### src/flash_host_pkg.sv
package flash_host_pkg;
   // ------------------------------------------------------------
   // clock and pin timing
   // ------------------------------------------------------------
   localparam int CLK_PERIOD_NS = 10;
   localparam int T_AS_NS = 20;    // address setup before the strobe
   localparam int T_WP_NS = 60;    // write strobe low time
   localparam int T_DH_NS = 20;    // address and data hold after the strobe
   localparam int T_ACC_NS = 120;  // output access time
   localparam int T_RP_NS = 500;   // hardware reset low time
   localparam int T_RH_NS = 200;   // recovery after hardware reset
   localparam int T_BUSY_NS = 90;  // time before done flag is trusted
   // least times, rounded up to whole cycles
   localparam int AS_CYC = (T_AS_NS + CLK_PERIOD_NS - 1) / CLK_PERIOD_NS;
   localparam int WP_CYC = (T_WP_NS + CLK_PERIOD_NS - 1) / CLK_PERIOD_NS;
   localparam int DH_CYC = (T_DH_NS + CLK_PERIOD_NS - 1) / CLK_PERIOD_NS;
   localparam int ACC_CYC = (T_ACC_NS + CLK_PERIOD_NS - 1) / CLK_PERIOD_NS;
   localparam int RP_CYC = (T_RP_NS + CLK_PERIOD_NS - 1) / CLK_PERIOD_NS;
   localparam int RH_CYC = (T_RH_NS + CLK_PERIOD_NS - 1) / CLK_PERIOD_NS;
   localparam int BUSY_CYC = (T_BUSY_NS + CLK_PERIOD_NS - 1) / CLK_PERIOD_NS;
   localparam int SYNC_CYC = 2;

   // ------------------------------------------------------------
   // byte address layout: bit 0 is the top data pin as lowest address
   // ------------------------------------------------------------
   localparam int ADDR_W = 20;
   localparam int A_M1_BIT = 0;
   localparam int A0_BIT = 1;
   localparam int A1_BIT = 2;
   localparam int A6_BIT = 7;
   localparam int A9_BIT = 10;
   localparam int SECT_LSB = 13;
   localparam logic [ADDR_W-1:0] UNLOCK1_ADDR = 20'h0_0AAA;
   localparam logic [ADDR_W-1:0] UNLOCK2_ADDR = 20'h0_0555;

   // ------------------------------------------------------------
   // command data
   // ------------------------------------------------------------
   localparam logic [7:0] D_UNLOCK1 = 8'hAA;
   localparam logic [7:0] D_UNLOCK2 = 8'h55;
   localparam logic [7:0] D_RESET = 8'hF0;
   localparam logic [7:0] D_ID = 8'h90;
   localparam logic [7:0] D_PROG = 8'hA0;
   localparam logic [7:0] D_ERASE = 8'h80;
   localparam logic [7:0] D_CHIP = 8'h10;
   localparam logic [7:0] D_SECTOR = 8'h30;
   localparam logic [7:0] D_SUSPEND = 8'hB0;
   localparam logic [7:0] D_RESUME = 8'h30;

   typedef enum logic [3:0] {
      OP_READ, OP_RESET_SHORT, OP_RESET_LONG, OP_ID_CMD, OP_PROGRAM,
      OP_CHIP_ERASE, OP_SECTOR_ERASE, OP_SUSPEND, OP_RESUME, OP_ID_HV,
      OP_PROT_VERIFY, OP_PROT_ENABLE, OP_HW_RESET
   } op_e;
endpackage : flash_host_pkg

### src/flash_host_ctrl.sv
`timescale 1ns/1ps
// Summary of operation
// - high-voltage id read with fixed low lines
// - protect: drive at high voltage, strobe pulse
// - word mode unlock addresses 555h, 2AAh
// - byte mode unlock addresses AAAh, 555h
module flash_host_ctrl
   import flash_host_pkg::*;
(
   input wire logic sys_clk,
   input wire logic resetn,
   input wire logic cmd_valid,
   input wire logic [3:0] cmd_op,
   input wire logic [ADDR_W-1:0] cmd_addr,
   input wire logic [7:0] cmd_data,
   input wire logic unprotect_en,
   output logic cmd_ready_r,
   output logic rsp_valid_r,
   output logic rsp_err_r,
   output logic [7:0] rsp_data_r,
   output logic flash_ce_n,
   output logic flash_oe_n,
   output logic flash_we_n,
   output logic [ADDR_W-2:0] flash_addr,
   output logic top_data_pin,
   output logic [7:0] dq_out,
   output logic dq_oe_n,
   input wire logic [7:0] dq_in,
   output logic byte_sel_n_r,
   output logic reset_n_r,
   output logic hv_reset_r,
   output logic hv_a9_r,
   output logic hv_oe,
   input wire logic done_flag_pin
);
   typedef enum {ST_IDLE, ST_CYCLE, ST_WAIT, ST_BUSY, ST_RESET} st_e;

   st_e st_r, st_nxt;
   op_e op_r, op_nxt;
   logic [ADDR_W-1:0] addr_r, addr_nxt;
   logic [7:0] data_r, data_nxt;
   logic [2:0] step_r, step_nxt;
   logic [15:0] cnt_r, cnt_nxt;
   logic cmd_ready_nxt, rsp_valid_nxt, rsp_err_nxt, reset_n_nxt, hv_a9_nxt;
   logic [7:0] rsp_data_nxt;
   logic done_s1_r, done_s2_r;
   logic go, eng_done;
   logic [7:0] eng_rdata;
   logic [ADDR_W-1:0] eng_addr;
   logic [2:0] n_steps;
   logic s_rd, s_hv, s_hv_oe, goes_busy;
   logic [ADDR_W-1:0] s_addr;
   logic [7:0] s_data;
   logic legal;

   // ------------------------------------------------------------
   // pin synchroniser and level pins
   // ------------------------------------------------------------
   always_ff @(posedge sys_clk or negedge resetn) begin
      if (!resetn) begin
         done_s1_r <= 1'b0;
         done_s2_r <= 1'b0;
         byte_sel_n_r <= 1'b1;
         hv_reset_r <= 1'b0;
      end else begin
         done_s1_r <= done_flag_pin;
         done_s2_r <= done_s1_r;
         byte_sel_n_r <= 1'b0;
         hv_reset_r <= unprotect_en;
      end
   end

   // ------------------------------------------------------------
   // step table for the current command
   // ------------------------------------------------------------
   always_comb begin
      n_steps = 3'd1;
      s_rd = 1'b0;
      s_hv = 1'b0;
      s_hv_oe = 1'b0;
      s_addr = addr_r;
      s_data = data_r;
      goes_busy = 1'b0;
      // unlock pairs open every multi-write command, again at steps 3,4 of an erase
      if (step_r == 3'd0 || (step_r == 3'd3 && (op_r == OP_CHIP_ERASE || op_r == OP_SECTOR_ERASE))) begin
         s_addr = UNLOCK1_ADDR;
         s_data = D_UNLOCK1;
      end else if (step_r == 3'd1 || step_r == 3'd4) begin
         s_addr = UNLOCK2_ADDR;
         s_data = D_UNLOCK2;
      end else begin
         s_addr = UNLOCK1_ADDR;
      end
      unique case (op_r)
         OP_READ: begin
            s_rd = 1'b1;
            s_addr = addr_r;
         end
         OP_RESET_SHORT: begin
            s_addr = addr_r;
            s_data = D_RESET;
         end
         OP_RESET_LONG: begin
            n_steps = 3'd3;
            if (step_r == 3'd2) s_data = D_RESET;
         end
         OP_ID_CMD: begin
            n_steps = 3'd5;
            if (step_r == 3'd2) s_data = D_ID;
            if (step_r == 3'd3) begin
               s_rd = 1'b1;
               s_addr = addr_r;
            end
            if (step_r == 3'd4) s_data = D_RESET;
         end
         OP_PROGRAM: begin
            n_steps = 3'd4;
            goes_busy = 1'b1;
            if (step_r == 3'd2) s_data = D_PROG;
            if (step_r == 3'd3) begin
               s_addr = addr_r;
               s_data = data_r;
            end
         end
         OP_CHIP_ERASE, OP_SECTOR_ERASE: begin
            n_steps = 3'd6;
            goes_busy = 1'b1;
            if (step_r == 3'd2) s_data = D_ERASE;
            if (step_r == 3'd5) begin
               if (op_r == OP_CHIP_ERASE) begin
                  s_data = D_CHIP;
               end else begin
                  s_addr = {addr_r[ADDR_W-1:SECT_LSB], {SECT_LSB{1'b0}}};
                  s_data = D_SECTOR;
               end
            end
         end
         OP_SUSPEND: begin
            s_addr = addr_r;
            s_data = D_SUSPEND;
         end
         OP_RESUME: begin
            s_addr = addr_r;
            s_data = D_RESUME;
            goes_busy = 1'b1;
         end
         OP_ID_HV: begin
            s_rd = 1'b1;
            s_hv = 1'b1;
            s_addr = '0;
            s_addr[A0_BIT] = addr_r[A0_BIT];
            s_addr[A9_BIT] = 1'b1;
         end
         OP_PROT_VERIFY, OP_PROT_ENABLE: begin
            s_rd = (op_r == OP_PROT_VERIFY);
            s_hv = 1'b1;
            s_hv_oe = (op_r == OP_PROT_ENABLE);
            s_addr = {addr_r[ADDR_W-1:SECT_LSB], {SECT_LSB{1'b0}}};
            s_addr[A1_BIT] = 1'b1;
            s_addr[A9_BIT] = 1'b1;
         end
         OP_HW_RESET: begin
            n_steps = 3'd1;
         end
      endcase
   end

   // ------------------------------------------------------------
   // command sequencer
   // ------------------------------------------------------------
   assign legal = (cmd_op <= 4'(OP_HW_RESET));

   always_comb begin
      st_nxt = st_r;
      op_nxt = op_r;
      addr_nxt = addr_r;
      data_nxt = data_r;
      step_nxt = step_r;
      cnt_nxt = cnt_r;
      cmd_ready_nxt = cmd_ready_r;
      rsp_valid_nxt = 1'b0;
      rsp_err_nxt = rsp_err_r;
      rsp_data_nxt = rsp_data_r;
      reset_n_nxt = reset_n_r;
      hv_a9_nxt = hv_a9_r;
      go = 1'b0;
      unique case (st_r)
         ST_IDLE, ST_BUSY: begin
            if (st_r == ST_BUSY) begin
               cnt_nxt = (cnt_r != 16'h0000) ? cnt_r - 16'h0001 : cnt_r;
               if (cnt_r == 16'h0000 && done_s2_r) begin
                  // the device is back in read mode by itself
                  st_nxt = ST_IDLE;
                  rsp_valid_nxt = 1'b1;
                  rsp_err_nxt = 1'b0;
               end
            end
            if (cmd_valid && cmd_ready_r) begin
               // only a suspend may interrupt a running sector erase
               if (!legal || (st_r == ST_BUSY && op_e'(cmd_op) != OP_SUSPEND)) begin
                  rsp_valid_nxt = 1'b1;
                  rsp_err_nxt = 1'b1;
               end else begin
                  op_nxt = op_e'(cmd_op);
                  addr_nxt = cmd_addr;
                  data_nxt = cmd_data;
                  step_nxt = 3'd0;
                  cmd_ready_nxt = 1'b0;
                  rsp_valid_nxt = 1'b0;
                  if (op_e'(cmd_op) == OP_HW_RESET) begin
                     st_nxt = ST_RESET;
                     reset_n_nxt = 1'b0;
                     cnt_nxt = 16'(RP_CYC);
                  end else begin
                     st_nxt = ST_CYCLE;
                  end
               end
            end else if (st_r == ST_BUSY) begin
               cmd_ready_nxt = (op_r == OP_SECTOR_ERASE || op_r == OP_RESUME);
            end
         end
         ST_CYCLE: begin
            go = 1'b1;
            hv_a9_nxt = s_hv;
            st_nxt = ST_WAIT;
         end
         ST_WAIT: begin
            if (eng_done) begin
               if (s_rd) rsp_data_nxt = eng_rdata;
               if (step_r == n_steps - 3'd1) begin
                  hv_a9_nxt = 1'b0;
                  rsp_err_nxt = 1'b0;
                  if (goes_busy) begin
                     st_nxt = ST_BUSY;
                     cnt_nxt = 16'(BUSY_CYC);
                     cmd_ready_nxt = 1'b0;
                  end else begin
                     st_nxt = ST_IDLE;
                     cmd_ready_nxt = 1'b1;
                     rsp_valid_nxt = 1'b1;
                  end
               end else begin
                  step_nxt = step_r + 3'd1;
                  st_nxt = ST_CYCLE;
               end
            end
         end
         ST_RESET: begin
            cnt_nxt = cnt_r - 16'h0001;
            if (cnt_r == 16'h0001) begin
               if (!reset_n_r) begin
                  reset_n_nxt = 1'b1;
                  cnt_nxt = 16'(RH_CYC);
               end else begin
                  st_nxt = ST_IDLE;
                  cmd_ready_nxt = 1'b1;
                  rsp_valid_nxt = 1'b1;
                  rsp_err_nxt = 1'b0;
               end
            end
         end
      endcase
      if (st_r == ST_BUSY && st_nxt == ST_IDLE) cmd_ready_nxt = 1'b1;
      // ready and the device reset pin rise one edge after reset release
      if (st_r == ST_IDLE && !reset_n_r) begin
         cmd_ready_nxt = 1'b1;
         reset_n_nxt = 1'b1;
      end
   end

   always_ff @(posedge sys_clk or negedge resetn) begin
      if (!resetn) begin
         st_r <= ST_IDLE;
         op_r <= OP_READ;
         addr_r <= '0;
         data_r <= 8'h00;
         step_r <= 3'd0;
         cnt_r <= 16'h0000;
         cmd_ready_r <= 1'b0;
         rsp_valid_r <= 1'b0;
         rsp_err_r <= 1'b0;
         rsp_data_r <= 8'h00;
         reset_n_r <= 1'b0;
         hv_a9_r <= 1'b0;
      end else begin
         st_r <= st_nxt;
         op_r <= op_nxt;
         addr_r <= addr_nxt;
         data_r <= data_nxt;
         step_r <= step_nxt;
         cnt_r <= cnt_nxt;
         cmd_ready_r <= cmd_ready_nxt;
         rsp_valid_r <= rsp_valid_nxt;
         rsp_err_r <= rsp_err_nxt;
         rsp_data_r <= rsp_data_nxt;
         reset_n_r <= reset_n_nxt;
         hv_a9_r <= hv_a9_nxt;
      end
   end

   flash_bus_cycle u_cycle (
      .sys_clk(sys_clk),
      .resetn(resetn),
      .go(go),
      .rd(s_rd),
      .hv_oe(s_hv_oe),
      .addr(s_addr),
      .wdata(s_data),
      .dq_in(dq_in),
      .done_r(eng_done),
      .rdata_r(eng_rdata),
      .ce_n_r(flash_ce_n),
      .oe_n_r(flash_oe_n),
      .we_n_r(flash_we_n),
      .oe_hv_r(hv_oe),
      .addr_r(eng_addr),
      .dq_out_r(dq_out),
      .dq_oe_n_r(dq_oe_n)
   );
   assign flash_addr = eng_addr[ADDR_W-1:1];
   assign top_data_pin = eng_addr[A_M1_BIT];
endmodule : flash_host_ctrl

### src/flash_bus_cycle.sv
`timescale 1ns/1ps
module flash_bus_cycle
   import flash_host_pkg::*;
(
   input wire logic sys_clk,
   input wire logic resetn,
   input wire logic go,
   input wire logic rd,
   input wire logic hv_oe,
   input wire logic [ADDR_W-1:0] addr,
   input wire logic [7:0] wdata,
   input wire logic [7:0] dq_in,
   output logic done_r,
   output logic [7:0] rdata_r,
   output logic ce_n_r,
   output logic oe_n_r,
   output logic we_n_r,
   output logic oe_hv_r,
   output logic [ADDR_W-1:0] addr_r,
   output logic [7:0] dq_out_r,
   output logic dq_oe_n_r
);
   typedef enum {ENG_IDLE, ENG_SETUP, ENG_PULSE, ENG_HOLD} eng_e;

   eng_e st_r, st_nxt;
   logic [7:0] cnt_r, cnt_nxt;
   logic rd_r, rd_nxt;
   logic done_nxt, ce_n_nxt, oe_n_nxt, we_n_nxt, oe_hv_nxt, dq_oe_n_nxt;
   logic [ADDR_W-1:0] addr_nxt;
   logic [7:0] dq_out_nxt, rdata_nxt;
   logic [7:0] dq_s1_r, dq_s2_r;

   // ------------------------------------------------------------
   // data pin synchroniser
   // ------------------------------------------------------------
   always_ff @(posedge sys_clk or negedge resetn) begin
      if (!resetn) begin
         dq_s1_r <= 8'h00;
         dq_s2_r <= 8'h00;
      end else begin
         dq_s1_r <= dq_in;
         dq_s2_r <= dq_s1_r;
      end
   end

   // ------------------------------------------------------------
   // one bus cycle
   // ------------------------------------------------------------
   always_comb begin
      st_nxt = st_r;
      cnt_nxt = cnt_r;
      rd_nxt = rd_r;
      done_nxt = 1'b0;
      ce_n_nxt = ce_n_r;
      oe_n_nxt = oe_n_r;
      we_n_nxt = we_n_r;
      oe_hv_nxt = oe_hv_r;
      addr_nxt = addr_r;
      dq_out_nxt = dq_out_r;
      dq_oe_n_nxt = dq_oe_n_r;
      rdata_nxt = rdata_r;
      unique case (st_r)
         ENG_IDLE: begin
            if (go) begin
               st_nxt = ENG_SETUP;
               cnt_nxt = 8'(AS_CYC);
               rd_nxt = rd;
               ce_n_nxt = 1'b0;
               addr_nxt = addr;
               dq_out_nxt = wdata;
               dq_oe_n_nxt = rd;
               oe_hv_nxt = hv_oe && !rd;
            end
         end
         ENG_SETUP: begin
            cnt_nxt = cnt_r - 8'h01;
            if (cnt_r == 8'h01) begin
               st_nxt = ENG_PULSE;
               // a read keeps the write strobe high, a write keeps output drive high
               oe_n_nxt = !rd_r;
               we_n_nxt = rd_r;
               // sampled data passes the synchroniser, so the read waits it out
               cnt_nxt = rd_r ? 8'(ACC_CYC + SYNC_CYC) : 8'(WP_CYC);
            end
         end
         ENG_PULSE: begin
            cnt_nxt = cnt_r - 8'h01;
            if (cnt_r == 8'h01) begin
               st_nxt = ENG_HOLD;
               cnt_nxt = 8'(DH_CYC);
               we_n_nxt = 1'b1;
               oe_n_nxt = 1'b1;
               if (rd_r) begin
                  rdata_nxt = dq_s2_r;
               end
            end
         end
         ENG_HOLD: begin
            cnt_nxt = cnt_r - 8'h01;
            if (cnt_r == 8'h01) begin
               st_nxt = ENG_IDLE;
               done_nxt = 1'b1;
               ce_n_nxt = 1'b1;
               dq_oe_n_nxt = 1'b1;
               oe_hv_nxt = 1'b0;
            end
         end
      endcase
   end

   always_ff @(posedge sys_clk or negedge resetn) begin
      if (!resetn) begin
         st_r <= ENG_IDLE;
         cnt_r <= 8'h00;
         rd_r <= 1'b0;
         done_r <= 1'b0;
         ce_n_r <= 1'b1;
         oe_n_r <= 1'b1;
         we_n_r <= 1'b1;
         oe_hv_r <= 1'b0;
         addr_r <= '0;
         dq_out_r <= 8'h00;
         dq_oe_n_r <= 1'b1;
         rdata_r <= 8'h00;
      end else begin
         st_r <= st_nxt;
         cnt_r <= cnt_nxt;
         rd_r <= rd_nxt;
         done_r <= done_nxt;
         ce_n_r <= ce_n_nxt;
         oe_n_r <= oe_n_nxt;
         we_n_r <= we_n_nxt;
         oe_hv_r <= oe_hv_nxt;
         addr_r <= addr_nxt;
         dq_out_r <= dq_out_nxt;
         dq_oe_n_r <= dq_oe_n_nxt;
         rdata_r <= rdata_nxt;
      end
   end
endmodule : flash_bus_cycle

### config.mk
export PLATFORM = sky130hd
export DESIGN_NAME = flash_host_ctrl
export DESIGN_NICKNAME = d
export VERILOG_FILES = /design/src/flash_host_pkg.sv /design/src/flash_host_ctrl.sv /design/src/flash_bus_cycle.sv
export SDC_FILE = /design/constraint.sdc
export NUM_CORES = 1
export LEC_CHECK = 0
export BUFFER_PORTS_ARGS = -buffer_cell sky130_fd_sc_hd__buf_2
export CORE_MARGIN = 4
export CORE_UTILIZATION = 60
export CTS_CLUSTER_SIZE = 10
export DETAILED_ROUTE_END_ITERATION = 10
export PLACE_DENSITY = 0.81
export SETUP_SLACK_MARGIN = 0.3
export SYNTH_ARGS = -nofsm -noshare
export SYNTH_HDL_FRONTEND = slang
export SYNTH_SLANG_ARGS = --single-unit
export TNS_END_PERCENT = 10
### constraint.sdc
create_clock -name sys_clk -period 4.68 [get_ports sys_clk]
set_clock_uncertainty 0.15 [all_clocks]
set_input_delay 0.936 -clock sys_clk [delete_from_list [all_inputs] [get_ports sys_clk]]
set_output_delay 0.936 -clock sys_clk [all_outputs]
set_load 0.02 [all_outputs]
==> results of run 1 <==
## flip-flops by register name, indices dropped and copies added, names as in the netlist, 8 cells and up
signal            cells
addr_r               20
cnt_r                16
data_r                8
rsp_data_r            8
st_r                 32
u_cycle.addr_r       20
u_cycle.cnt_r         8
u_cycle.dq_out_r      8
u_cycle.dq_s1_r       8
u_cycle.dq_s2_r       8
u_cycle.rdata_r       8
## kinds of logic after synthesis
group                    Yosys count
flip-flops                       169
AO/OA/AOI/OAI                    212
adder cells (fa/ha/maj)           16
buffers and inverters             62
XOR/XNOR                           9
multiplexers                      54
AND/OR/NAND/NOR                  330
other                              1
## cell type report
type | instances | area, um2
Tap cell | 180 | 225.2
Clock buffer | 17 | 425.4
Fill cell | 1095 | 4219
Multi-Input combinational cell | 622 | 3988
Sequential cell | 169 | 4235
Timing Repair Buffer | 96 | 509.2
Clock inverter | 15 | 200.2
Inverter | 21 | 78.83
## metrics by stage
step | worst slack (ps) | std cells | cell area (um2)
2_1_floorplan | 1800 | 853 | 8484
3_3_place_gp | 1285 | 1088 | 9036
3_5_place_dp | 1112 | 1088 | 9036
4_1_cts | 1059 | 1120 | 9662
5_1_grt | 719.2 | 1120 | 9662
6_report | 1056 | 1120 | 9662
## power by group through the flow
stage / clock network (mW) / registers, mW / logic [mW]
2_1_floorplan: 0 / 2.26 / 2.03
3_3_place_gp: 0 / 2.29 / 2.66
3_5_place_dp: 0 / 2.30 / 2.72
4_1_cts: 1.51 / 2.28 / 2.74
5_1_grt: 1.58 / 2.35 / 3.08
6_report: 1.49 / 2.29 / 2.76
## how the worst max path moves through the flow
stage,start,cells after the start,slack (ps),to
6_report,op_r[2]$_DFFE_PN0P_,9,1060,cnt_r[1]$_DFFE_PN0P_
5_1_grt,op_r[2]$_DFFE_PN0P_,9,720,cnt_r[1]$_DFFE_PN0P_
4_1_cts,op_r[2]$_DFFE_PN0P_,9,1060,cnt_r[1]$_DFFE_PN0P_
3_5_place_dp,op_r[2]$_DFFE_PN0P_,9,1110,cnt_r[4]$_DFFE_PN0P_
3_3_place_gp,op_r[2]$_DFFE_PN0P_,9,1290,cnt_r[1]$_DFFE_PN0P_
2_1_floorplan,op_r[1]$_DFFE_PN0P_,12,1800,cnt_r[1]$_DFFE_PN0P_
## layer usage
metal	track usage, %	vias up	share of wire, %
li1	-	3211	-
met1	35.38	3309	43
met2	40.94	276	48
met3	5.726	39	6.6
met4	7.192	0	1.7
met5	0	-	0
## layout by cell type (no fill, tap or decap), types with 7 or more instances in the layout
master,n
inv_6,7
a21oi_1,59
o211ai_1,7
o22ai_1,7
mux2_2,49
nor3_1,20
nand3_1,34
clkbuf_16,17
and2_1,35
o21ai_1,10
inv_1,21
nor2b_1,9
nor2_1,68
nand3b_1,7
buf_2,91
ha_1,16
or3_1,12
o21ai_0,59
dfrtp_1,164
nand2_1,82
a31oi_1,10
o31ai_1,7
==> metrics.csv, run 1 <==
metric;value;unit
Worst Hold Path EP;u_cycle.dq_s2_r[2]$_DFF_PN0_;
initial DRC count;602;
final RePlAce weighted congestion;0.9912;
Gate Count Post-Synth;853;
DRT Wirelength;19900;um
Worst setup EP type;register;
Max IR drop VDD;0.4459;mV
Final Max Slew Viols;0;
final hold viol count;0;
# setup viols final;0;
worst min-delay path startpoint;u_cycle.dq_s1_r[2]$_DFF_PN0_;
Resized cells post-CTS;0;
grt ovf;0;
synthesized area;8484;um2
# diodes;0;
crit start category;register;
cell family with most CP delay;simple AND/OR/NAND/NOR gates;
Comb pwr share;42.2;%
Clk Latency, worst-skew pair;430;ps
critical path's slowest cell;dfrtp_1;
Crit Path Category;reg2reg;
Yosys cell types;77;
Crit path buffers/inverters;0;
Boundary Pins;93;
Power Density;677.0;nW/um2
Slew Limit Headroom;28.21;%
Sw Share;41.89;%
DRC Markers;0;
Core Rows;43;
crit path time final;3624;ps
first-pass GRT wire length;33220;um
count leader, synth;dfrtp_1;
Yosys reg bits;169;
area share of the largest cell type after synthesis;48.37;%
clock root cell;clkbuf_16;
Reg2Reg Depth;9;
vias in the first global route;6673;
Seq pwr share;35.0;%
Die Y;126.9;um
Hold Buf Count CTS;0;
CTS Sinks;169;
largest net degree at the start of global routing;100;
ANT nets after route;0;
Reg clk slew, reported paths;70;ps
main area contributors after synthesis;dfrtp_1 (48%), mux2_2 (6.5%), nand2_1 (3.6%);
crit-path cells;nor2b_1, a21oi_1, ha_1, xor2_1, nand2_1, nor4b_2, or2_1, nand2_1, a22o_1;
core area;13880;um2
Clock Power Share;22.7;%
Post-synth EDFFs;0;
RSZ-0062 raised after global routing;false;
hold depth;0;
Int Power;3.801;mW
router iterations before antenna repair;5;
Fin Setup TNS;0;ps
Simple-Gate Fraction of Synth Area;21.24;%
layout cells sized above 1;22.34;%
post-synthesis mux area share;7.093;%
Synth Warn #;0;
combinational family with the most area after synthesis;simple AND/OR/NAND/NOR gates;
Async SR Flop Fraction;100.0;%
Worst Path Arrival;3790;ps
Post-synth top cells;dfrtp_1 (164), nand2_1 (82), nor2_1 (68);
CTS tree;built;
Req. time, crit path;4850;ps
Compound-Gate Fraction of Synth Area;15.31;%
Most used DFF post-synth;dfrtp_1;
Chip Width;126.9;um
vias post-DR;6835;
Port Buf Inserts;92;
worst hold slack;195.8;ps
cts bufs inserted;17;
Initial Util;61.12;%
Post-Synth XOR/XNOR Area;0.9291;%
Net Sw Power;2.740;mW
reg2reg start;op_r[2]$_DFFE_PN0P_;
maximum achievable frequency;275.9;MHz
setup bufs post-CTS;0;
status;finished clean;
Slew @ Worst Pin;1077;ps
max-cap violation count;0;
maximum level of the CTS H-tree;4;
Routed wire per std cell;17.77;um
leakage;4.531;nW
total track usage;25.57;%
syn nets;914;
Worst R2R Setup Slack;1060;ps
Longest Clk Path Bufs;2;
DIE AREA;16110;um2
Post-DP HPWL;13990;um
Hold Path Class;reg2reg;
final net count;988;
Post-Synth Adder-Cell Area;2.360;%
period utilization;77.44;%
cell mode on critical path;nand2_1;
Layout area overhead;13.88;%
end-of-flow core utilization;69.61;%
syn_area_per_cell;9.947;um2
cell type with the largest total area after synthesis;dfrtp_1;
vias per cell;6.103;
total power;6.541;mW
initial antenna violation count;0;
worst flop-to-flop path endpoint;cnt_r[1]$_DFFE_PN0P_;
crit-path max FO;27;
register area share after synthesis;49.92;%
CP peak stage delay;830;ps
No activity file was read; power rests on OpenSTA's default activity.
==> run 2: changes to the inputs <==
CORE_UTILIZATION = 53   (was 60)
PLACE_DENSITY = 0.76   (was 0.81)
clock period = 3.17 ns   (was 4.68 ns; I/O delays follow)
==> run 2 against run 1 <==
- via count up 1.9%
- register-to-register slack worse by 600 ps
- critical path type unchanged
- maximum frequency up 33%
- total power up 53%
==> metrics.csv, run 2 (synthesis gave the netlist of run 1 again) <==
metric;value;unit;change
core area;15430;um2;was 13880 um2
Worst setup EP type;register;;unchanged
Hold Path Class;in2async;;was reg2reg
Longest Clk Path Bufs;2;;unchanged
# setup viols final;0;;unchanged
cell family with most CP delay;simple AND/OR/NAND/NOR gates;;unchanged
clock root cell;clkbuf_16;;unchanged
Crit path buffers/inverters;0;;unchanged
total track usage;23.28;%;was 25.57%
Slew @ Worst Pin;828.6;ps;was 1077 ps
Die Y;134.5;um;was 126.9 um
crit-path cells;nor4_4, nand3_1, o41a_1, or3_1, nor2_1, nor2_1, a21oi_2;;was nor2b_1, a21oi_1, ha_1, xor2_1, nand2_1, nor4b_2, or2_1, nand2_1, a22o_1
Final Max Slew Viols;0;;unchanged
Worst Path Arrival;2920;ps;was 3790 ps
DRC Markers;0;;unchanged
initial antenna violation count;0;;unchanged
Largest regs;st_r (32), addr_r (20), u_cycle.addr_r (20);;unchanged
CTS Sinks;169;;unchanged
worst setup margin;454.5;ps;was 1056 ps
layout cells sized above 1;25.72;%;was 22.34%
Fin Setup TNS;0;ps;unchanged
most common cell after layout, fill and taps aside;dfrtp_1;;unchanged
Power Density;996.7;nW/um2;was 677.0 nW/um2
max-cap violation count;0;;unchanged
most frequent cells in the layout;dfrtp_1 (162), buf_2 (91), nand2_1 (82), nor2_1 (67);;was dfrtp_1 (164), buf_2 (91), nand2_1 (82), nor2_1 (68)
Initial Util;55.00;%;was 61.12%
final hold viol count;0;;unchanged
cell mode on critical path;nor2_1;;was nand2_1
Post-DP HPWL;14800;um;was 13990 um
max FFs per register;32;;unchanged
Most flops, register;st_r;;unchanged
DRT Wirelength;20710;um;was 19900 um
Routed wire per std cell;17.50;um;was 17.77 um
Max IR drop VDD;0.6241;mV;was 0.4459 mV
vias post-DR;6967;;was 6835
Chip Width;134.5;um;was 126.9 um
ANT nets after route;0;;unchanged
CTS tree;built;;unchanged
RSZ-0062 raised after global routing;true;;was false
crit path time final;2716;ps;was 3624 ps
Slew Limit Headroom;44.33;%;was 28.21%
Layout area overhead;18.17;%;was 13.88%
vias in the first global route;6659;;was 6673
Clk Latency, worst-skew pair;430;ps;about the same
Port Buf Inserts;92;;unchanged
Req. time, crit path;3380;ps;was 4850 ps
maximum level of the CTS H-tree;4;;unchanged
status;finished clean;;unchanged
DIE AREA;18100;um2;was 16110 um2
final RePlAce weighted congestion;0.9488;;was 0.9912
period utilization;85.66;%;was 77.44%
initial DRC count;557;;was 602
# diodes;0;;unchanged
Core Rows;45;;was 43
Crit Path Category;reg2reg;;unchanged
Reg clk slew, reported paths;60;ps;was 70 ps
maximum achievable frequency;368.3;MHz;was 275.9 MHz
CP peak stage delay;590;ps;was 830 ps
Setup WS pre-CTS;203.7;ps;was 1112 ps
cts bufs inserted;17;;unchanged
Boundary Pins;93;;unchanged
largest net degree at the start of global routing;77;;was 100
Hold Buf Count CTS;0;;unchanged
final net count;1020;;was 988
crit-path max FO;7;;was 27
crit start category;register;;unchanged
critical path's slowest cell;o41a_1;;was dfrtp_1
leakage;4.721;nW;was 4.531 nW
total power;9.993;mW;was 6.541 mW
first-pass GRT wire length;33580;um;was 33220 um
router iterations before antenna repair;5;;unchanged
grt ovf;0;;unchanged
vias per cell;5.889;;was 6.103
## run 2: cell count changes in the layout (fill, tap and decap cells not counted), moves of 3 or more
| cell | before | now |
|---|---|---|
| inv_6 | 7 | 3 |
| buf_12 | 1 | 4 |
| clkinv_4 | 0 | 4 |
| buf_4 | 3 | 31 |
## run 2: final cells by class
type | count | area, um2
Fill cell | 1259 | 5401
Tap cell | 211 | 264.0
Timing Repair Buffer | 127 | 779.5
Clock buffer | 19 | 442.9
Sequential cell | 169 | 4238
Inverter | 21 | 78.83
Clock inverter | 13 | 160.2
Multi-Input combinational cell | 623 | 4063
## run 2: where the power goes
group	total, mW	internal, mW	switching [mW]
sequential	3.23	2.76	0.464
clock	2.11	1.21	0.903
combinational	4.65	1.86	2.79
total	9.99	5.83	4.16
## run 2: metal layers
metal	share of wire, %	global-route usage, %	vias to the layer above
li1	-	-	3278
met1	45	32.18	3396
met2	47	36.40	255
met3	5.8	4.918	38
met4	2.6	8.880	0
met5	0	0	-
## run 2: path summary, 6_finish.rpt
check | from | endpoint | slack, ps | cells after the start
max | st_r[14]$_DFF_PN0_ | u_cycle.cnt_r[5]$_DFFE_PN0P_ | 450 | 7
min | resetn | u_cycle.dq_s2_r[2]$_DFF_PN0_ | 60 | 1
max reg2reg | st_r[14]$_DFF_PN0_ | u_cycle.cnt_r[5]$_DFFE_PN0P_ | 450 | 7
min reg2reg | u_cycle.dq_s1_r[7]$_DFF_PN0_ | u_cycle.dq_s2_r[7]$_DFF_PN0_ | 200 | 0
max in group asynchronous | resetn | byte_sel_n_r$_DFF_PN1_ | 2030 | 2
min in group sys_clk | unprotect_en | hv_reset_r$_DFF_PN0_ | 150 | 1
## run 2: worst reg2reg max path: stages, from the launching register on
cell     delay, ps
dfrtp_1        420
nor4_4         360
nand3_1        280
o41a_1         590
or3_1          510
nor2_1         150
nor2_1          60
a21oi_2        130
## run 2: what timing repair did
item | in CTS | in global routing
buffers inserted | 0 | 2
setup endpoints to repair | 8 | 59
pin swaps | 0 | 2
gates resized for setup | 1 | 11
gates cloned | 0 | 1
## run 2: stage by stage
step / hold WS (ps) / util [%] / std cells / instance area [um2]
after floorplan: 181.2 / - / 853 / 8486
after global placement: 183.2 / 60.51 / 1148 / 9335
after detailed placement: 190.3 / 60.51 / 1148 / 9335
after CTS: 89.53 / 64.45 / 1180 / 9943
after global routing: 119.9 / 64.99 / 1183 / 10030
final: 60.82 / 64.99 / 1183 / 10030
